## src/hw/mux_bus_pkg.sv

```systemverilog
// Purpose: Shared constants and types for the multiplexed bus interface
// Assumes: One 40 MHz clock, synchronous active-high reset
// Notes: Word layout of queued stores travels as a packed struct
package mux_bus_pkg;
    localparam int BUS_W = 32;
    localparam int WB_DEPTH = 4;
    localparam int RB_DEPTH = 4;
    localparam int BURST_LEN = 4;
    localparam int SINGLE_LEN = 1;
    localparam int LANE_W = 4;
    localparam logic [1:0] IDX_RESET = 2'h0;
    localparam logic [BUS_W-1:0] AD_RESET = 32'h00000000;

    typedef struct packed {
        logic [31:4] addr;
        logic [1:0] word;
        logic [3:0] lanes;
        logic [31:0] data;
    } wr_entry_t;

    typedef enum logic [2:0] {
        ST_IDLE,
        ST_RD_ADDR,
        ST_RD_DATA,
        ST_WR_ADDR,
        ST_WR_DATA,
        ST_TURN
    } bus_state_t;
endpackage

```

## src/hw/mux_bus_unit.sv

```systemverilog
// Purpose: Processor-side unit driving the shared address/data bus
// Assumes: Bus inputs synchronous to sys_clk; partner is a wait-state controller
// Notes: Writes drain before a pending read so reads never pass stores
//
// Summary of operation
// - One shared 32-bit bus carries the address then the data of each transfer.
// - A four-word read buffer and a four-word write buffer decouple the core.
// - A read starts on a cache miss or an uncachable reference.
// - A read fills one word in single mode and four words in burst mode.
// - Each store taken while the write buffer is not full updates the data cache and is also queued as a bus write.
// - The core keeps running while up to four queued writes drain.
// - A burst output is driven in burst reads and word-index outputs count the words.
// - In burst reads the acknowledge input may restart the core pipeline.
// - The latch strobe can drive a transparent latch, high passes, low holds.
// - The byte-lane selects sit on the low four bus bits in the address phase.
// - The word index steps 0 to 3 in a burst, one step per read strobe.
// - A new address may follow soon after read data is sampled.
`timescale 1ns/1ps
module mux_bus_unit
    import mux_bus_pkg::*;
(
    input wire logic sys_clk,
    input wire logic rst,
    input wire logic rd_req,
    input wire logic cache_miss,
    input wire logic uncachable,
    input wire logic rd_burst,
    input wire logic [31:2] rd_addr,
    input wire logic st_req,
    input wire wr_entry_t st_entry,
    output logic dcache_wr,
    output logic st_full,
    output logic core_stall,
    output logic restart,
    output logic rd_valid,
    output logic [31:0] rd_data,
    output logic [1:0] rd_word,
    input wire logic [31:0] ad_in,
    output logic [31:0] ad_out,
    output logic ad_oe,
    output logic ale,
    output logic rd_n,
    output logic wr_n,
    output logic burst,
    output logic [1:0] word_index,
    input wire logic read_word_strobe_n,
    input wire logic ack_n
);
    // Pointers and counters are sized for these depths only
    if (WB_DEPTH != 4 || RB_DEPTH < BURST_LEN || BUS_W != 32) begin : g_size_check
        $error("mux_bus_unit: unsupported buffer or bus size");
    end

    // ----------------------------------------------------------------
    // State
    // ----------------------------------------------------------------
    bus_state_t state_ff;
    wr_entry_t wbuf_ff [WB_DEPTH];
    logic [1:0] wr_ptr_ff, rd_ptr_ff;
    logic [2:0] wb_cnt_ff;
    logic [31:0] rbuf_ff [RB_DEPTH];
    logic [2:0] fill_ff, len_ff, drain_ff;
    logic [1:0] drain_idx_ff;
    logic rd_pend_ff, pend_burst_ff, restarted_ff, core_stall_ff, st_full_ff;
    logic [31:2] pend_addr_ff;
    logic [31:0] ad_out_ff, rd_data_ff;
    logic ad_oe_ff, ale_ff, rd_n_ff, wr_n_ff, burst_ff, dcache_wr_ff, restart_ff, rd_valid_ff;
    logic [1:0] word_index_ff, rd_word_ff;

    // ----------------------------------------------------------------
    // Decode
    // ----------------------------------------------------------------
    wire rd_start = rd_req && (cache_miss || uncachable);
    wire wb_full = (wb_cnt_ff == 3'(WB_DEPTH));
    wire push = st_req && !wb_full;
    wire word_take = (state_ff == ST_RD_DATA) && !read_word_strobe_n;
    wire last_word = word_take && (fill_ff == len_ff - 3'h1);
    wire wr_done = (state_ff == ST_WR_DATA) && !ack_n;
    wire pop = wr_done;
    wire go_write = (state_ff == ST_IDLE) && (wb_cnt_ff != 3'h0);
    wire go_read = (state_ff == ST_IDLE) && (wb_cnt_ff == 3'h0) && rd_pend_ff;
    wire burst_ack = (state_ff == ST_RD_DATA) && burst_ff && !ack_n && !restarted_ff;
    wire wr_entry_t head = wbuf_ff[rd_ptr_ff];
    wire [2:0] nxt_wb_cnt = wb_cnt_ff + {2'h0, push} - {2'h0, pop};
    wire nxt_pend = (rd_pend_ff && !go_read) || rd_start;
    wire nxt_stall = nxt_pend || (state_ff == ST_RD_ADDR) || (state_ff == ST_RD_DATA)
                     || (drain_ff > 3'h1) || last_word;

    // ----------------------------------------------------------------
    // Write buffer: stores queue while the core runs on
    // ----------------------------------------------------------------
    always_ff @(posedge sys_clk) begin
        if (rst) begin
            wr_ptr_ff <= 2'h0;
            rd_ptr_ff <= 2'h0;
            wb_cnt_ff <= 3'h0;
            dcache_wr_ff <= 1'b0;
            st_full_ff <= 1'b0;
        end else begin
            if (push) begin
                wbuf_ff[wr_ptr_ff] <= st_entry;
                wr_ptr_ff <= wr_ptr_ff + 2'h1;
            end
            if (pop) begin
                rd_ptr_ff <= rd_ptr_ff + 2'h1;
            end
            wb_cnt_ff <= nxt_wb_cnt;
            dcache_wr_ff <= push;
            st_full_ff <= (nxt_wb_cnt == 3'(WB_DEPTH));
        end
    end

    // Pending read request; stall holds the core until its words are handed back
    always_ff @(posedge sys_clk) begin
        if (rst) begin
            rd_pend_ff <= 1'b0;
            pend_burst_ff <= 1'b0;
            pend_addr_ff <= 30'h00000000;
            core_stall_ff <= 1'b0;
        end else begin
            rd_pend_ff <= nxt_pend;
            core_stall_ff <= nxt_stall;
            if (rd_start) begin
                pend_burst_ff <= rd_burst;
                pend_addr_ff <= rd_addr;
            end
        end
    end

    // ----------------------------------------------------------------
    // Bus sequencer
    // ----------------------------------------------------------------
    always_ff @(posedge sys_clk) begin
        if (rst) begin
            state_ff <= ST_IDLE;
            ad_out_ff <= AD_RESET;
            ad_oe_ff <= 1'b0;
            ale_ff <= 1'b0;
            rd_n_ff <= 1'b1;
            wr_n_ff <= 1'b1;
            burst_ff <= 1'b0;
            word_index_ff <= IDX_RESET;
            fill_ff <= 3'h0;
            len_ff <= 3'(SINGLE_LEN);
            restarted_ff <= 1'b0;
            restart_ff <= 1'b0;
        end else begin
            restart_ff <= 1'b0;
            case (state_ff)
                ST_IDLE: begin
                    if (go_write) begin
                        // Address with lanes on the low bits, strobe high to open latch
                        ad_out_ff <= {head.addr, head.lanes};
                        word_index_ff <= head.word;
                        ad_oe_ff <= 1'b1;
                        ale_ff <= 1'b1;
                        state_ff <= ST_WR_ADDR;
                    end else if (go_read) begin
                        ad_out_ff <= {pend_addr_ff[31:4], 4'hF};
                        word_index_ff <= pend_burst_ff ? IDX_RESET : pend_addr_ff[3:2];
                        ad_oe_ff <= 1'b1;
                        ale_ff <= 1'b1;
                        burst_ff <= pend_burst_ff;
                        len_ff <= pend_burst_ff ? 3'(BURST_LEN) : 3'(SINGLE_LEN);
                        fill_ff <= 3'h0;
                        restarted_ff <= 1'b0;
                        state_ff <= ST_RD_ADDR;
                    end
                end
                ST_RD_ADDR: begin
                    // Latch closes, bus released before memory may drive it
                    ale_ff <= 1'b0;
                    ad_oe_ff <= 1'b0;
                    rd_n_ff <= 1'b0;
                    state_ff <= ST_RD_DATA;
                end
                ST_RD_DATA: begin
                    if (burst_ack) begin
                        restart_ff <= 1'b1;
                        restarted_ff <= 1'b1;
                    end
                    if (word_take) begin
                        fill_ff <= fill_ff + 3'h1;
                        if (burst_ff) begin
                            word_index_ff <= word_index_ff + 2'h1;
                        end
                    end
                    if (last_word) begin
                        rd_n_ff <= 1'b1;
                        burst_ff <= 1'b0;
                        restart_ff <= !restarted_ff || burst_ack;
                        state_ff <= ST_TURN;
                    end
                end
                ST_WR_ADDR: begin
                    ale_ff <= 1'b0;
                    ad_out_ff <= head.data;
                    wr_n_ff <= 1'b0;
                    state_ff <= ST_WR_DATA;
                end
                ST_WR_DATA: begin
                    // Held as long as memory needs
                    if (wr_done) begin
                        wr_n_ff <= 1'b1;
                        ad_oe_ff <= 1'b0;
                        state_ff <= ST_TURN;
                    end
                end
                ST_TURN: begin
                    // One idle cycle: single-edge logic cannot start half a cycle early
                    state_ff <= ST_IDLE;
                end
                default: begin
                    state_ff <= ST_IDLE;
                end
            endcase
        end
    end

    // ----------------------------------------------------------------
    // Read buffer: filled by strobes, then handed to the core word by word
    // ----------------------------------------------------------------
    always_ff @(posedge sys_clk) begin
        if (rst) begin
            drain_ff <= 3'h0;
            drain_idx_ff <= 2'h0;
            rd_valid_ff <= 1'b0;
            rd_data_ff <= AD_RESET;
            rd_word_ff <= 2'h0;
        end else begin
            if (word_take) begin
                rbuf_ff[fill_ff[1:0]] <= ad_in;
            end
            rd_valid_ff <= drain_ff != 3'h0;
            if (last_word) begin
                drain_ff <= len_ff;
                drain_idx_ff <= 2'h0;
            end else if (drain_ff != 3'h0) begin
                rd_data_ff <= rbuf_ff[drain_idx_ff];
                rd_word_ff <= drain_idx_ff;
                drain_idx_ff <= drain_idx_ff + 2'h1;
                drain_ff <= drain_ff - 3'h1;
            end
        end
    end

    // Every output comes straight from its flip-flop
    assign {dcache_wr, st_full, core_stall, restart, rd_valid, ad_oe, ale, rd_n, wr_n, burst} =
        {dcache_wr_ff, st_full_ff, core_stall_ff, restart_ff, rd_valid_ff, ad_oe_ff, ale_ff,
         rd_n_ff, wr_n_ff, burst_ff};
    assign {rd_data, rd_word, ad_out, word_index} =
        {rd_data_ff, rd_word_ff, ad_out_ff, word_index_ff};
endmodule

```

## config.mk

```make
export PLATFORM = sky130hd
export DESIGN_NAME = mux_bus_unit
export DESIGN_NICKNAME = d
export VERILOG_FILES = /design/src/hw/mux_bus_pkg.sv /design/src/hw/mux_bus_unit.sv
export SDC_FILE = /design/constraint.sdc
export NUM_CORES = 1
export LEC_CHECK = 0
export BUFFER_PORTS_ARGS = -buffer_cell sky130_fd_sc_hd__buf_4
export CAP_MARGIN = 20
export CORE_ASPECT_RATIO = 1.75
export CORE_MARGIN = 3
export CORE_UTILIZATION = 37
export CTS_CLUSTER_SIZE = 30
export DETAILED_ROUTE_END_ITERATION = 16
export GPL_TIMING_DRIVEN = 0
export PLACE_DENSITY = 0.52
export SKIP_LAST_GASP = 1
export SLEW_MARGIN = 20
export SYNTH_ARGS = -nofsm -noshare
export SYNTH_HDL_FRONTEND = slang
export SYNTH_SLANG_ARGS = --single-unit
```

## constraint.sdc

```tcl
create_clock -name sys_clk -period 2.95 [get_ports sys_clk]
set_input_delay 0.4425 -clock sys_clk [delete_from_list [all_inputs] [get_ports sys_clk]]
set_output_delay 0.4425 -clock sys_clk [all_outputs]
set_load 0.01 [all_outputs]
```

==> flow_metrics.env <==
export IMPL_io_pins=215
export IMPL_r2r_setup_slack_ns=0.23
export IMPL_clk_latency_ns=0.58
export IMPL_ff_latch_area_um2=14400
export IMPL_syn_inst=1212
export IMPL_synthFlopType="edfxtp_1"
export IMPL_ctsResizeCount=0
export IMPL_routed_via_density=5.14
export IMPL_cp_slowest_cell="nor4b_2"
export IMPL_crit_path_max_incr_delay_ns=0.60
export IMPL_drc_errors=0
export IMPL_rows=112
export IMPL_worstHoldPathCells=1
export IMPL_num_nets_final=1636
export IMPL_synthArstFlopShare_pct=0
export IMPL_seq_area_frac_synth_pct=71.4
export IMPL_slew_viol_final=0
export IMPL_worstSetupPathType="flop to flop"
export IMPL_drt_iter0_drc=583
export IMPL_routed_wirelength_mm=50.4
export IMPL_syn_nets=1363
export IMPL_multi_input_area_um2=5380
export IMPL_final_util_pct=45.7
export IMPL_synth_seq_cells=525
export IMPL_critPathMaxFanout=10
export IMPL_path_cells="buf_2, nor4b_2, ha_1, inv_1, ha_1, fa_1, xnor2_1, xnor2_1, nor4_1"
export IMPL_grt_first_pass_wirelength_mm=75.8
export IMPL_area_growth_pct=21.2
export IMPL_die_area_um2=57600
export IMPL_synth_enable_flop_cells=392
export IMPL_hold_path_class="primary input to flop"
export IMPL_hold_start="st_entry[51]"
export IMPL_dieHeight_um=315
export IMPL_avgSynthCellArea_um2=16.7
export IMPL_grt_max_degree=39
export IMPL_finalCriticalPeriod_ns=2.72
export IMPL_io_buffers=213
export IMPL_cts_hold_buf=0
export IMPL_clock_sinks=525
export IMPL_cap_viol_max_count=0
export IMPL_clock_root_buffer="clkbuf_16"
export IMPL_timing_fmax_ghz=0.367
export IMPL_p_per_area_nw_per_um2=860
export IMPL_ir_drop_v=0.000509
export IMPL_post_cts_buffers=0
export IMPL_cp_arrival_ns=3.19
export IMPL_synth_top_area_share_pct=58.2
export IMPL_finalNonFillerCells=2210
export IMPL_syn_area_um2=20200
export IMPL_cp_start_kind="flop"
export IMPL_finalClockSkew_ns=0.0257
export IMPL_worst_slack_ns=0.229
export IMPL_dpl_worst_slack_ns=0.100
export IMPL_cts_made_buffers=50
export IMPL_regToRegEndpoint="st_full"
export IMPL_rsz0062_at_grt="no"
export IMPL_reg2regPathDepth=9
export IMPL_period_share_pct=92.2
export IMPL_h_tree_depth=2
export IMPL_num_fill_cells=4775
export IMPL_dp_cells=2117
export IMPL_r2r_start="state_ff[2]"
export IMPL_hold_end="wbuf_ff[2][51]"
export IMPL_finalSetupViolations=0
export IMPL_outcome="finished, final reports clean"
export IMPL_antenna_left=0
export IMPL_cts_tree="built"
export IMPL_firstDrtPassIters=5
export IMPL_ys_types=58
export IMPL_core_um2=53700
export IMPL_grt_usage_pct=17.4
export IMPL_power_leakage_nw=8.48
export IMPL_slew_headroom_pct=33.1
export IMPL_grt_overflow=0
export IMPL_hold_viol_final=0
export IMPL_yosys_warnings=0
export IMPL_place_congestion=0.801
export IMPL_die_x_um=183
export IMPL_required_ns=3.42
export IMPL_grt_pass1_vias=12100
export IMPL_clockBufferDepth=3
export IMPL_antenna_found_initial=2
export IMPL_hpwl_mm=35.4
export IMPL_vias=11400
export IMPL_cp_end_kind="flop"
export IMPL_tightest_slew_ns=1.00
export IMPL_drive_above_1_share_pct=28.4
export IMPL_clkTransAtPathRegs_ns=0.06
export IMPL_initial_utilization_pct=37.7
export IMPL_fin_setup_tns_ns=0
export IMPL_yosysTopAreaCell="edfxtp_1"
export IMPL_wl_per_cell_um=22.8
export IMPL_ys_top_cells_by_area="edfxtp_1, dfxtp_1, mux4_2"
## synth_stat cells (3+ instances only)
cell type	instances
a32oi_1	6
xnor2_1	8
nand3b_1	3
nor2_1	28
a2111oi_0	3
nor3_1	18
o22ai_1	22
mux2i_1	36
inv_1	13
ha_1	13
buf_4	8
a211o_1	3
and3_1	24
buf_1	6
edfxtp_1	392
a21oi_1	73
a2bb2oi_1	22
buf_8	3
xor2_1	4
clkbuf_1	46
and2_1	8
a211oi_1	6
mux4_2	98
o21ai_0	9
o32ai_1	4
buf_2	14
nand2_1	97
nor2b_1	4
dfxtp_1	133
nand2b_1	74
## cell type report
cell class                      count  share of cell area [%]
Tap cell                          684                    3.49
Antenna cell                        1                  0.0102
Clock inverter                     29                    1.31
Buffer                             77                    1.51
Inverter                           13                   0.199
Timing Repair Buffer              221                    7.30
Sequential cell                   525                    58.9
Clock buffer                       63                    5.34
Multi-Input combinational cell    597                    22.0
## critical path, delay by kind of cell, from the launching register on
family | cells | cell delay [ns]
buffers and inverters | 2 | 0.29
flip-flops | 1 | 0.41
adder cells (fa/ha/maj) | 3 | 0.81
AND/OR/NAND/NOR | 2 | 0.80
XOR/XNOR | 2 | 0.30
## logic make-up after synthesis
group           count (synthesis)  synth area share, %
flops                         525                 71.4
xor+xnor                       12                0.520
simple gates                  274                 7.13
mux                           135                 12.8
buf+inv                        90                 2.07
compound gates                162                 5.24
fa+ha+maj                      14                0.903
## report_power, final
| part | switching, W | internal, W | leakage, nW | total (W) |
|---|---|---|---|---|
| clock network | 0.00275 | 0.00369 | 0.795 | 0.00644 |
| logic | 0.00288 | 0.00251 | 3.04 | 0.00539 |
| registers | 0.000469 | 0.00877 | 4.64 | 0.00924 |
## registers in the layout, indices dropped and copies added (netlist names), 2 cells and up, named ones only
name          flops
len_ff            2
drain_ff          3
ad_out           32
pend_addr_ff     30
drain_idx_ff      2
rd_data          32
state_ff          3
wr_ptr_ff         2
rbuf_ff         128
wbuf_ff         264
rd_ptr_ff         2
rd_word           2
fill_ff           3
word_index        2
wb_cnt_ff         3
## placed cells by master (no fill, tap or decap), types with 6 or more instances in the layout
cell type,n
edfxtp_1,392
buf_4,221
dfxtp_1,133
mux4_2,98
nand2_1,97
nand2b_1,74
a21oi_1,73
clkbuf_1,58
clkbuf_16,50
mux2i_1,36
nor2_1,28
and3_1,24
a2bb2oi_1,22
o22ai_1,22
nor3_1,18
buf_2,14
inv_1,13
ha_1,13
clkinv_2,10
o21ai_0,9
xnor2_1,8
clkinv_1,8
buf_1,6
a32oi_1,6
a211oi_1,6
bufinv_16,6
## per-stage QoR
step                hold slack, ns  total power, W  area [µm²]
floorplan                    0.400          0.0127       20200
global placement             0.440          0.0148       22700
detailed placement           0.443          0.0149       22900
CTS                         0.0246          0.0214       24500
global route                0.0374          0.0221       24500
finish                      0.0599          0.0211       24500
## per-layer routing
layer	part of all wire (%)	routed length (µm)	track usage (%)	vias up
met2	53	26700	31.7	310
met4	3.4	1710	6.00	2
met5	0.040	20	0	-
li1	-	-	-	5234
met1	38	19200	20.2	5718
met3	5.6	2800	3.74	89
## worst max path at each step
| stage | start | endpoint | slack [ns] | depth (start not counted) |
|---|---|---|---|---|
| after CTS | state_ff[2] | st_full | 0.21 | 9 |
| final | state_ff[2] | st_full | 0.23 | 9 |
| after global routing | state_ff[2] | st_full | 0.11 | 9 |
| after floorplan | wb_cnt_ff[1] | wbuf_ff[0][0] | 0.11 | 3 |
| after global placement | rst | wbuf_ff[3][11] | -1.72 | 3 |
| after detailed placement | rst | ad_out[23] | 0.10 | 4 |
(Power assumes the default switching activity.)
